===== src/hw/dpra_pkg.sv =====
package dpra_pkg;

  // Bank geometry
  localparam int DPRA_NREG = 13;
  localparam int DPRA_AW   = 16;
  localparam int DPRA_DW   = 32;
  localparam int DPRA_BW   = 8;

  // Register indices; byte address is four times the index
  localparam logic [11:0] DPRA_IDX_PRIO_EN  = 12'h0440;
  localparam logic [11:0] DPRA_IDX_BW_LOW   = 12'h0441;
  localparam logic [11:0] DPRA_IDX_BW_HIGH  = 12'h0442;
  localparam logic [11:0] DPRA_IDX_LF_SEL   = 12'h0443;
  localparam logic [11:0] DPRA_IDX_INT_LOW  = 12'h0444;
  localparam logic [11:0] DPRA_IDX_INT_MID  = 12'h0445;
  localparam logic [11:0] DPRA_IDX_INT_TOP  = 12'h0446;
  localparam logic [11:0] DPRA_IDX_NUM_LOW  = 12'h0447;
  localparam logic [11:0] DPRA_IDX_NUM_MID  = 12'h0448;
  localparam logic [11:0] DPRA_IDX_NUM_HIGH = 12'h0449;
  localparam logic [11:0] DPRA_IDX_MOD_LOW  = 12'h044A;
  localparam logic [11:0] DPRA_IDX_MOD_MID  = 12'h044B;
  localparam logic [11:0] DPRA_IDX_MOD_HIGH = 12'h044C;
  localparam logic [11:0] DPRA_IDX_STATUS   = 12'h0460;

  // Field positions
  localparam int DPRA_EN_BIT    = 0;
  localparam int DPRA_RANK_LSB  = 1;
  localparam int DPRA_LF_BIT    = 1;
  localparam int DPRA_INTTOP_B  = 0;
  localparam int DPRA_ST_FRACOK = 24;
  localparam int DPRA_ST_MODZ   = 25;

  // Reset values, entry n belongs to register base index plus n
  localparam logic [DPRA_NREG-1:0][7:0] DPRA_RST = {
    8'h00, 8'h00, 8'h05, 8'h00, 8'h00, 8'h04, 8'h00,
    8'h07, 8'hCB, 8'h00, 8'h01, 8'hF4, 8'h01};

  // Writable bits; reserved bits stay zero
  localparam logic [DPRA_NREG-1:0][7:0] DPRA_MASK = {
    8'h7F, 8'hFF, 8'hFF, 8'h7F, 8'hFF, 8'hFF, 8'h01,
    8'hFF, 8'hFF, 8'h02, 8'hFF, 8'hFF, 8'h07};

  // Phase margin choice of the base loop filter
  typedef enum logic {
    DPRA_MARGIN_NORMAL,
    DPRA_MARGIN_HIGH
  } dpra_margin_t;

  // Settings handed to the loop datapath
  typedef struct packed {
    logic         enable;
    logic [1:0]   rank;
    logic [15:0]  loop_bw;
    dpra_margin_t margin;
    logic [16:0]  int_m1;
    logic [22:0]  num;
    logic [22:0]  modulus;
  } dpra_cfg_t;

  // Effective division presented to the loop
  typedef struct packed {
    logic [17:0] int_div;
    logic        frac_ok;
    logic        mod_zero;
  } dpra_div_t;

  // Bus handshake states
  typedef enum logic [1:0] {
    DPRA_IDLE,
    DPRA_ANSWER
  } dpra_apb_st_t;

endpackage


===== src/hw/dpra_byte_reg.sv =====
module dpra_byte_reg
  import dpra_pkg::*;
#(
  parameter logic [7:0] RST_VAL = 8'h00,
  parameter logic [7:0] WR_MASK = 8'hFF
)(
  input  wire logic       pclk,
  input  wire logic       presetn,
  input  wire logic       we,
  input  wire logic [7:0] wdata,
  output logic      [7:0] q
);

  // Byte store; reserved bits never take a one
  always_ff @(posedge pclk or negedge presetn)
  begin
    if (!presetn)
      q <= RST_VAL & WR_MASK;
    else if (we)
      q <= wdata & WR_MASK;
  end

endmodule // dpra_byte_reg


===== src/hw/dpra_div_calc.sv =====
module dpra_div_calc
  import dpra_pkg::*;
(
  input  wire logic      pclk,
  input  wire logic      presetn,
  input  dpra_cfg_t      cfg,
  output dpra_div_t      div
);

  dpra_div_t div_nxt;

  // Integer count is stored minus one; fraction is num over modulus
  assign div_nxt.int_div  = {1'b0, cfg.int_m1} + 18'h0_0001;
  assign div_nxt.frac_ok  = cfg.num < cfg.modulus;
  assign div_nxt.mod_zero = cfg.modulus == 23'h00_0000;

  // Registered result for the loop
  always_ff @(posedge pclk or negedge presetn)
  begin
    if (!presetn)
      div <= '0;
    else
      div <= div_nxt;
  end

endmodule // dpra_div_calc


===== src/hw/dpra_regs.sv =====
// Summary of operation
// - Two-bit rank field [2:1] gives reference A switchover rank, 00 highest; reset 00.
// - Bit 0 lets the first digital loop use reference A; resets to one.
// - Loop bandwidth is 16 bits, low then high byte, 0.1 Hz steps, reset 500.
// - Filter select bit: clear is normal 70 degree margin, set is high margin.
// - Integer count minus one over three registers, top bit in bit 0; reset 1995.
// - Numerator is 23 bits over three registers, bit 7 of top reserved; reset 4.
// - Modulus is 23 bits over three registers, bit 7 of top reserved; reset 5.
//
// The APB slave port was decided locally.
module dpra_regs
  import dpra_pkg::*;
(
  input  wire logic                 pclk,
  input  wire logic                 presetn,
  input  wire logic                 psel,
  input  wire logic                 penable,
  input  wire logic                 pwrite,
  input  wire logic [DPRA_AW-1:0]   paddr,
  input  wire logic [DPRA_DW-1:0]   pwdata,
  input  wire logic [3:0]           pstrb,
  output logic      [DPRA_DW-1:0]   prdata,
  output logic                      pready,
  output logic                      pslverr,
  output dpra_cfg_t                 cfg,
  output dpra_div_t                 div
);

  // Decode of a byte address into a bank slot
  typedef struct packed {
    logic       hit;
    logic       status;
    logic [3:0] slot;
  } dpra_dec_t;

  function automatic dpra_dec_t dpra_decode(input logic [DPRA_AW-1:0] addr);
    dpra_dec_t   d;
    logic [11:0] idx;
    d      = '0;
    idx    = addr[13:2];
    if (addr[1:0] == 2'b00 && addr[DPRA_AW-1:14] == '0)
    begin
      if (idx >= DPRA_IDX_PRIO_EN && idx <= DPRA_IDX_MOD_HIGH)
      begin
        d.hit  = 1'b1;
        d.slot = 4'(idx - DPRA_IDX_PRIO_EN);
      end
      else if (idx == DPRA_IDX_STATUS)
      begin
        d.hit    = 1'b1;
        d.status = 1'b1;
      end
    end
    return d;
  endfunction

  // Bank slots, counted from the first register index
  localparam logic [3:0] SLOT_PRIO_EN  = 4'(DPRA_IDX_PRIO_EN  - DPRA_IDX_PRIO_EN);
  localparam logic [3:0] SLOT_BW_LOW   = 4'(DPRA_IDX_BW_LOW   - DPRA_IDX_PRIO_EN);
  localparam logic [3:0] SLOT_BW_HIGH  = 4'(DPRA_IDX_BW_HIGH  - DPRA_IDX_PRIO_EN);
  localparam logic [3:0] SLOT_LF_SEL   = 4'(DPRA_IDX_LF_SEL   - DPRA_IDX_PRIO_EN);
  localparam logic [3:0] SLOT_INT_LOW  = 4'(DPRA_IDX_INT_LOW  - DPRA_IDX_PRIO_EN);
  localparam logic [3:0] SLOT_INT_MID  = 4'(DPRA_IDX_INT_MID  - DPRA_IDX_PRIO_EN);
  localparam logic [3:0] SLOT_INT_TOP  = 4'(DPRA_IDX_INT_TOP  - DPRA_IDX_PRIO_EN);
  localparam logic [3:0] SLOT_NUM_LOW  = 4'(DPRA_IDX_NUM_LOW  - DPRA_IDX_PRIO_EN);
  localparam logic [3:0] SLOT_NUM_MID  = 4'(DPRA_IDX_NUM_MID  - DPRA_IDX_PRIO_EN);
  localparam logic [3:0] SLOT_NUM_HIGH = 4'(DPRA_IDX_NUM_HIGH - DPRA_IDX_PRIO_EN);
  localparam logic [3:0] SLOT_MOD_LOW  = 4'(DPRA_IDX_MOD_LOW  - DPRA_IDX_PRIO_EN);
  localparam logic [3:0] SLOT_MOD_MID  = 4'(DPRA_IDX_MOD_MID  - DPRA_IDX_PRIO_EN);
  localparam logic [3:0] SLOT_MOD_HIGH = 4'(DPRA_IDX_MOD_HIGH - DPRA_IDX_PRIO_EN);

  // Read map; slots past the last register read as zero instead of unknown
  function automatic logic [7:0] dpra_rd_sel(input logic [3:0] slot, input logic [DPRA_NREG-1:0][7:0] bytes);
    logic [7:0] b;
    b = 8'h00;
    if (slot < 4'(DPRA_NREG))
    begin
      b = bytes[slot];
    end
    return b;
  endfunction

  // Status word: integer division in the low bits, fraction flags above
  function automatic logic [DPRA_DW-1:0] dpra_status_word(input dpra_div_t dv);
    logic [DPRA_DW-1:0] w;
    w                           = '0;
    w[$bits(dv.int_div)-1:0]    = dv.int_div;
    w[DPRA_ST_FRACOK]           = dv.frac_ok;
    w[DPRA_ST_MODZ]             = dv.mod_zero;
    return w;
  endfunction

  // Handshake state
  dpra_apb_st_t              st_r;
  dpra_apb_st_t              st_nxt;
  logic      [DPRA_DW-1:0]   prdata_nxt;
  logic                      pslverr_nxt;

  // Bank storage and its byte view
  logic      [7:0]           bank [DPRA_NREG];
  logic      [DPRA_NREG-1:0] bank_we;
  wire logic [DPRA_NREG-1:0][7:0] bank_pk;

  // Bus decode
  dpra_dec_t                 dec;
  wire logic                 access_phase;
  wire logic                 commit;
  wire logic                 wr_commit;
  wire logic [7:0]           wr_byte;
  wire logic [7:0]           rd_byte;
  wire logic [DPRA_DW-1:0]   rd_word;
  wire logic [DPRA_DW-1:0]   status_word;

  assign dec          = dpra_decode(paddr);
  assign access_phase = psel && penable;
  assign commit       = access_phase && pready;
  assign wr_commit    = commit && pwrite && dec.hit && !dec.status && pstrb[0];
  assign wr_byte      = pwdata[7:0];

  // Write strobe per bank slot
  genvar g;
  generate
    for (g = 0; g < DPRA_NREG; g++)
    begin : g_bank
      assign bank_we[g] = wr_commit && (dec.slot == 4'(g));
      assign bank_pk[g] = bank[g];

      dpra_byte_reg #(
        .RST_VAL (DPRA_RST[g]),
        .WR_MASK (DPRA_MASK[g])
      ) u_byte (
        .pclk    (pclk),
        .presetn (presetn),
        .we      (bank_we[g]),
        .wdata   (wr_byte),
        .q       (bank[g])
      );
    end
  endgenerate

  // Named views of the bank bytes
  wire logic [DPRA_BW-1:0]   prio_en_r;
  wire logic [DPRA_BW-1:0]   bw_low_r;
  wire logic [DPRA_BW-1:0]   bw_high_r;
  wire logic [DPRA_BW-1:0]   lf_sel_r;
  wire logic [DPRA_BW-1:0]   int_low_r;
  wire logic [DPRA_BW-1:0]   int_mid_r;
  wire logic [DPRA_BW-1:0]   int_top_r;
  wire logic [DPRA_BW-1:0]   num_low_r;
  wire logic [DPRA_BW-1:0]   num_mid_r;
  wire logic [DPRA_BW-1:0]   num_high_r;
  wire logic [DPRA_BW-1:0]   mod_low_r;
  wire logic [DPRA_BW-1:0]   mod_mid_r;
  wire logic [DPRA_BW-1:0]   mod_high_r;

  // Each view is one bank slot
  assign prio_en_r  = bank[SLOT_PRIO_EN];
  assign bw_low_r   = bank[SLOT_BW_LOW];
  assign bw_high_r  = bank[SLOT_BW_HIGH];
  assign lf_sel_r   = bank[SLOT_LF_SEL];
  assign int_low_r  = bank[SLOT_INT_LOW];
  assign int_mid_r  = bank[SLOT_INT_MID];
  assign int_top_r  = bank[SLOT_INT_TOP];
  assign num_low_r  = bank[SLOT_NUM_LOW];
  assign num_mid_r  = bank[SLOT_NUM_MID];
  assign num_high_r = bank[SLOT_NUM_HIGH];
  assign mod_low_r  = bank[SLOT_MOD_LOW];
  assign mod_mid_r  = bank[SLOT_MOD_MID];
  assign mod_high_r = bank[SLOT_MOD_HIGH];

  // Read selection: bank byte in the low lane with upper bits zero, or the status word
  assign rd_byte     = dpra_rd_sel(dec.slot, bank_pk);
  assign status_word = dpra_status_word(div);
  assign rd_word     = dec.status ? status_word : {24'h00_0000, rd_byte};

  // Priority and enable
  assign cfg.enable  = prio_en_r[DPRA_EN_BIT];
  assign cfg.rank    = prio_en_r[DPRA_RANK_LSB +: 2];

  // Loop bandwidth, low byte then high byte
  assign cfg.loop_bw = {bw_high_r, bw_low_r};

  // Base loop filter margin
  assign cfg.margin  = lf_sel_r[DPRA_LF_BIT] ? DPRA_MARGIN_HIGH
                                             : DPRA_MARGIN_NORMAL;

  // Integer count minus one, top bit from the third byte
  assign cfg.int_m1  = {int_top_r[DPRA_INTTOP_B], int_mid_r, int_low_r};

  // Fractional numerator and modulus, seven top bits each
  assign cfg.num     = {num_high_r[6:0], num_mid_r, num_low_r};
  assign cfg.modulus = {mod_high_r[6:0], mod_mid_r, mod_low_r};

  // Effective division for the loop
  dpra_div_calc u_div (
    .pclk    (pclk),
    .presetn (presetn),
    .cfg     (cfg),
    .div     (div)
  );

  // Next-state: one wait state, then the answer cycle
  always_comb
  begin
    st_nxt      = st_r;
    prdata_nxt  = prdata;
    pslverr_nxt = pslverr;
    case (st_r)
      DPRA_IDLE:
      begin
        if (access_phase)
        begin
          st_nxt      = DPRA_ANSWER;
          pslverr_nxt = !dec.hit;
          prdata_nxt  = (!pwrite && dec.hit) ? rd_word : '0;
        end
      end
      DPRA_ANSWER:
      begin
        st_nxt      = DPRA_IDLE;
        pslverr_nxt = 1'b0;
        prdata_nxt  = '0;
      end
      default:
      begin
        st_nxt      = DPRA_IDLE;
        pslverr_nxt = 1'b0;
        prdata_nxt  = '0;
      end
    endcase
  end

  // Handshake and answer registers
  always_ff @(posedge pclk or negedge presetn)
  begin
    if (!presetn)
    begin
      st_r    <= DPRA_IDLE;
      pready  <= 1'b0;
      prdata  <= '0;
      pslverr <= 1'b0;
    end
    else
    begin
      st_r    <= st_nxt;
      pready  <= (st_nxt == DPRA_ANSWER);
      prdata  <= prdata_nxt;
      pslverr <= pslverr_nxt;
    end
  end

endmodule // dpra_regs


===== config.mk =====
export PLATFORM = sky130hd
export DESIGN_NAME = dpra_regs
export DESIGN_NICKNAME = d
export VERILOG_FILES = /design/src/hw/dpra_pkg.sv /design/src/hw/dpra_byte_reg.sv /design/src/hw/dpra_div_calc.sv /design/src/hw/dpra_regs.sv
export SDC_FILE = /design/constraint.sdc
export NUM_CORES = 1
export LEC_CHECK = 0
export ABC_AREA = 1
export ABC_CLOCK_PERIOD_IN_PS = 2400
export BUFFER_PORTS_ARGS = -buffer_cell sky130_fd_sc_hd__buf_2
export CORE_ASPECT_RATIO = 1.1
export CORE_MARGIN = 1.5
export CORE_UTILIZATION = 53
export CTS_CLUSTER_DIAMETER = 150
export DETAILED_ROUTE_END_ITERATION = 12
export GPL_TIMING_DRIVEN = 0
export PLACE_DENSITY = 0.81
export SETUP_SLACK_MARGIN = 0.1
export SLEW_MARGIN = 20
export SYNTH_ARGS = -nofsm -noshare
export SYNTH_HDL_FRONTEND = slang
export SYNTH_SLANG_ARGS = --single-unit

===== constraint.sdc =====
create_clock -name pclk -period 2.4 [get_ports pclk]
set_input_delay 0.48 -clock pclk [delete_from_list [all_inputs] [get_ports pclk]]
set_output_delay 0.48 -clock pclk [all_outputs]
set_load 0.05 [all_outputs]

## Yosys cells after proc, flatten, opt, wreduce, memory -nomap -nowiden

Cells that the tools add are included.
Widths: inputs -> output; s select.

| cells by class | value |
|---|---|
| $add $sub $neg | 2 |
| $lt $le $gt $ge | 5 |
| equal/unequal tests | 15 |
| multiplexer cells | 17 |
| reductions and logical operators | 30 |

Operator list:

| cell | number |
|---|---|
| $mux 32 | 2 |
| $mux 26 | 2 |
| $bmux 8 s4 | 1 |
| $logic_not 23->1 | 1 |
| $lt 23x23->1 | 1 |
| $logic_and 1x1->1 | 22 |
| $eq 4x4->1 const B | 5 |
| $add 17x1->18 const B | 1 |
| $eq 4x3->1 const B | 4 |
| $mux 8 | 2 |
| $eq 12x11->1 const B | 1 |
| $ge 12x11->1 const B | 1 |
| $le 12x11->1 const B | 1 |
| $eq 4x2->1 const B | 2 |
| $logic_not 2->1 | 3 |
| $mux 2 | 3 |
| $mux 6 | 1 |
| $lt 4x5->1 const B | 1 |
| $mux 1 | 5 |
| $eq 4x1->1 const B | 1 |
| $logic_not 4->1 | 1 |
| $lt 4x4->1 const B | 1 |
| $mux 4 | 1 |
| $sub 4x1->4 const B | 1 |
| 3 further kinds | 5 |

| storage, ports and cells | value |
|---|---|
| flip-flop bits (word level) | 139 |
| bits of input ports | 57 |
| output and inout bits | 137 |
| word-level logic and storage cells | 89 |

## Longest topological paths before layout

| logic depth | value |
|---|---|
| depth after elaboration | 11 |
| gate-level depth with buffers | 15 |
| mapped depth without buffers | 14 |

## Hierarchy

From an unflattened synthesis, not the netlist that was laid out.

| second synthesis, totals | value |
|---|---|
| cell total of the unflattened synthesis | 969 |
| area, all modules | 7,365.8 um^2 |

Modules (own cells, without submodules):

| module | times used | cells each | area each (um^2) | sequential area each (um^2) |
|---|---|---|---|---|
| dpra_regs | 1 | 395 | 2,472.4 | 600.6 |
| dpra_div_calc | 1 | 193 | 1,521.5 | 500.5 |
| dpra_byte_reg at g_bank[1].u_byte ... | 2 | 34 | 311.5 | 206.4 |
| dpra_byte_reg at g_bank[2].u_byte ... | 2 | 34 | 306.5 | 201.4 |
| dpra_byte_reg at g_bank[11].u_byte ... | 2 | 34 | 305.3 | 200.2 |
| dpra_byte_reg at g_bank[12].u_byte ... | 2 | 32 | 280.3 | 175.2 |
| dpra_byte_reg at g_bank[5].u_byte | 1 | 34 | 309.0 | 203.9 |
| dpra_byte_reg at g_bank[10].u_byte | 1 | 34 | 307.8 | 202.7 |
| dpra_byte_reg at g_bank[3].u_byte ... | 2 | 13 | 96.3 | 25.0 |
| dpra_byte_reg at g_bank[0].u_byte | 1 | 19 | 155.1 | 76.3 |

## Worst setup path after synthesis

No wires, ideal clock.

| timing path | value |
|---|---|
| kind | register to register |
| start point | register g_bank[4].u_byte.q[1] |
| end point | register, netlist name u_div.div[16] |
| setup time | 0.083 ns |
| arrival | 2.029 ns |
| data required time | 2.317 ns |
| setup slack | 0.288 ns |
| cell stages (with the launch flop) | 11 |
| path buffers | 0 |
| period minus slack after synthesis | 2.112 ns |
| cell sequence | dfstp_2 -> ha_1 -> nand3_1 -> nor3_2 -> nand3_1 -> nor2_1 -> nand3_1 -> inv_1 -> nand3_1 -> nor2_1 -> xor2_1 |

RTL lines:

| what | RTL line | text |
|---|---|---|
| from (decl) | dpra_byte_reg.sv:11 | `output logic [7:0] q` |
| from (signal assigned) | dpra_byte_reg.sv:18 | `q <= RST_VAL & WR_MASK;` |
| from (signal assigned) | dpra_byte_reg.sv:20 | `q <= wdata & WR_MASK;` |

==> results.py <==
metrics = {
    "power_and_ir_drop": {
        "ir_drop_mv": 0.4790,
        "p_comb_frac": 0.047,
        "powerDensity_nw_per_um2": 579.2,
        "switching_share": 0.2612,
        "p_leak_nw": 4.612,
        "p_switching_w": 0.001300,
        "p_seq_frac": 0.431,
        "p_clk_frac": 0.521,
        "internal_power_w": 0.003677,
    },
    "clock_tree": {
        "clkTransAtPathRegs_ns": 0.06,
        "clkLatencyLatePin_ns": 0.42,
        "clock_sinks": 127,
        "postCtsHoldBufs": 0,
        "cts_root_buf": "clkbuf_16",
        "cts_tree": "built",
        "clock_path_buffers": 2,
        "htreeDepth": 4,
        "cts_inserted_buffers": 17,
    },
    "synth": {
        "synth_top_family_by_area": "simple AND/OR/NAND/NOR gates",
        "synth-simple-area-share": 0.2427,
        "synth_warnings": 0,
        "synthAdderAreaFrac": 0.04166,
        "synthMuxAreaShare": 0.001449,
        "syn_area_per_cell_um2": 8.711,
        "yosysSeqAreaShare": 0.4633,
        "syn_inst": 793,
        "synthArstFlopShare": 1.000,
        "synth-xor-area-share": 0.01648,
        "synth_edf_count": 0,
        "ys_types": 48,
        "synth-compound-area-share": 0.1400,
        "synth_area_um2": 6908,
        "ys_ff_latch": 127,
        "synthFlopType": "dfrtp_1",
    },
    "setup_path": {
        "cp-end-kind": "flop",
        "required_ns": 2.74,
        "startpoint_type": "flop",
        "arrival_ns": 2.47,
        "crit_type": "flop to flop",
        "worst-path-buf-inv": 1,
        "cp_top_family": "simple AND/OR/NAND/NOR gates",
        "crit_top_cell": "nand3_1",
        "worst-r2r-cell-count": 10,
        "slowest_delay_ns": 0.56,
        "cp_slowest_cell": "dfstp_2",
        "cp_max_fo": 4,
        "path_cells": "ha_2 -> nand3_1 -> nor3_2 -> nand3_2 -> nor2_4 -> nand3_1 -> inv_1 -> nand3_1 -> nor2_1 -> xor2_1",
        "path_depth": 10,
    },
    "routing": {
        "drc_errors": 0,
        "first_pass_iters": 5,
        "vias_per_cell": 5.465,
        "via_count": 6301,
        "routedWlPerCell_um": 17.85,
        "detail_route.iter0.violations": 445,
        "finalWirelength_um": 20580,
        "antenna_left": 0,
    },
    "placement": {
        "dp_slack_ns": 0.07768,
        "routabilityCongestion": 1.034,
        "dp.final_hpwl_um": 15060,
        "placed_cells": 1117,
        "io_buffers": 154,
    },
    "die": {
        "die_w_um": 111.9,
        "row_count": 43,
        "die_height_um": 122.7,
        "pin_count": 194,
        "dieArea_um2": 13730,
        "start_util": 0.5464,
        "core_area_um2": 12640,
    },
    "sta": {
        "holdWs_ns": -0.006381,
        "setup_viol": 0,
        "setup_slack_ns": 0.2684,
        "tightest_slew_ns": 0.9227,
        "max_freq_ghz": 0.4691,
        "period_share": 0.8882,
        "rsz0062_at_grt": "false",
        "skew_ns": 0.006573,
        "fin_tns_setup_ns": 0,
        "min_period_ns": 2.132,
        "relSlewSlack": 0.3849,
        "slew_violations": 0,
        "hold_violations": 3,
    },
    "global_route": {
        "grt_pass1_wl_um": 31730,
        "grt.total_usage": 0.3033,
        "grt_use_met3": 0.05926,
        "use_met2": 0.4928,
        "grt_max_degree": 77,
        "grt_pass1_vias": 5888,
        "grt_overflow": 0,
        "busiest_layer": "met2",
        "met1_usage": 0.3977,
        "antenna_found_initial": 0,
    },
    "finish": {
        "antenna_cells": 0,
        "num-fill-cells": 993,
        "layout-drive-gt1-share": 0.3283,
        "area.growth.synth_to_final_pct": 24.38,
        "nets": 1063,
        "finalNonFillerCells": 1153,
    },
    "min_path": {
        "hp-class": "input port to async pin",
    },
    "run_status": {
        "status": "finished, violations left",
        "violations": "hold timing",
    },
    "job": {
        "cap_violations": 0,
    },
}
[power by group through the flow]
stage | combinational [W] | sequential, W | clock [W]
global placement | 0.000227 | 0.00219 | 0
CTS | 0.000236 | 0.00215 | 0.00260
global route | 0.000255 | 0.00215 | 0.00271
finish | 0.000235 | 0.00215 | 0.00259
detailed placement | 0.000235 | 0.00219 | 0
floorplan | 0.000116 | 0.00219 | 0
[worst register-to-register path, cell delays in order (launching register included)]
cell and delay, ns:
dfstp_2 0.56, ha_2 0.19, nand3_1 0.13, nor3_2 0.27
nand3_2 0.15, nor2_4 0.13, nand3_1 0.09, inv_1 0.08
nand3_1 0.11, nor2_1 0.16, xor2_1 0.19
[per-layer routing]
| layer | wire, µm | up-vias |
|---|---|---|
| met2 | 9861 | 321 |
| met4 | 705 | 0 |
| met1 | 8345 | 2942 |
| met5 | 0 | - |
| met3 | 1671 | 57 |
| li1 | - | 2981 |
[kinds of logic after synthesis]
group | after synthesis
buffers and inverters | 130
XOR/XNOR | 13
flip-flops | 127
other | 1
AO/OA/AOI/OAI | 153
adder cells (fa/ha/maj) | 23
AND/OR/NAND/NOR | 345
multiplexers | 1
[layout make-up]
cell class / count / area [µm²] / share of cell area
multi-input combinational: 548 / 3119 / 0.3630
buffer: 39 / 294.0 / 0.03422
clock inverter: 15 / 167.7 / 0.01951
tap: 157 / 196.4 / 0.02286
sequential: 127 / 3201 / 0.3725
clock buffer: 17 / 425.4 / 0.04951
inverter: 91 / 354.1 / 0.04121
timing repair buffer: 159 / 834.6 / 0.09713
[what timing repair did]
action,CTS,global route
resized for setup,0,4
buffers inserted,0,4
endpoints found under the setup margin,0,1
[cells in the mapped netlist (4+ instances only)]
master      n  area share
a21oi_1    21       0.015
a32o_1     12       0.017
buf_2       7      0.0051
buf_4      13       0.014
buf_6      12       0.020
clkbuf_1    5      0.0027
dfrtp_1   109        0.39
dfstp_2    18       0.068
ha_1       23       0.042
inv_1      78       0.042
inv_2       5      0.0027
nand2_1   206        0.11
nand2_2    10      0.0091
nand2_4     9       0.015
nand3_1    46       0.033
nand4_1     7      0.0063
nor2_1     29       0.016
nor2_2      5      0.0045
nor2_4      5      0.0082
nor3_1      6      0.0043
nor3_2      4      0.0058
nor4_1      4      0.0036
o21ai_0    24       0.017
o21ai_1    59       0.043
o21ai_2    29       0.037
xor2_1     13       0.016
[path summary, 6_finish.rpt]
check / startpoint / end / slack [ns]
worst max-delay path: g_bank[4].u_byte.q[1]$_DFFE_PN1P_ / u_div.div[18]$_DFF_PN0_ / 0.27
worst min-delay path: presetn / g_bank[8].u_byte.q[5]$_DFFE_PN0P_ / -0.006
worst max register to register: g_bank[4].u_byte.q[1]$_DFFE_PN1P_ / u_div.div[18]$_DFF_PN0_ / 0.27
worst min register to register: prdata[7]$_DFFE_PN0P_ / prdata[7]$_DFFE_PN0P_ / 0.48
max in group asynchronous: presetn / g_bank[5].u_byte.q[1]$_DFFE_PN1P_ / 1.65
min in group pclk: pwdata[1] / g_bank[3].u_byte.q[1]$_DFFE_PN0P_ / 0.32
[state kept, by name, indices dropped and copies added (netlist names)]
name / count
g_bank.u_byte.q: 83
prdata: 20
pready: 1
pslverr: 1
st_r: 2
u_div.div: 20
[through the flow]
step                      cell area, µm²  power [W]    util  hold slack (ns)
final                               8592   0.004976  0.6796        -0.006381
after global routing                8592   0.005110  0.6796          0.03031
after CTS                           8547   0.004978  0.6760         0.008436
after detailed placement            7954   0.002420  0.6291           0.4519
after global placement              7920   0.002412  0.6264           0.4589
after floorplan                     6953   0.002308       -           0.1844
[cells in the final DEF (no fill, tap or decap), types with 2 or more instances in the layout]
cell type / instances
conb_1: 13
o21ai_1: 59
inv_1: 78
clkinv_2: 2
o21a_1: 2
a32o_1: 12
nand2_4: 9
ha_1: 22
nand3_2: 4
nor2_4: 6
dfrtp_1: 109
nor2_1: 28
clkbuf_1: 5
dfstp_2: 18
a21oi_1: 21
nand3b_1: 3
inv_2: 5
buf_1: 2
inv_6: 7
nand3_1: 45
clkbuf_16: 17
o211ai_2: 2
nand2_2: 10
xor2_1: 13
nor2_2: 5
inv_8: 4
nor4_1: 4
buf_6: 13
nand2_1: 206
clkinvlp_4: 2
nand4_1: 7
nor3_2: 4
nand3_4: 2
clkinv_1: 3
buf_2: 160
o21ai_2: 29
o21ai_0: 24
buf_4: 17
nor3_1: 6
inv_4: 2
Power figures use the tool's default switching activity.
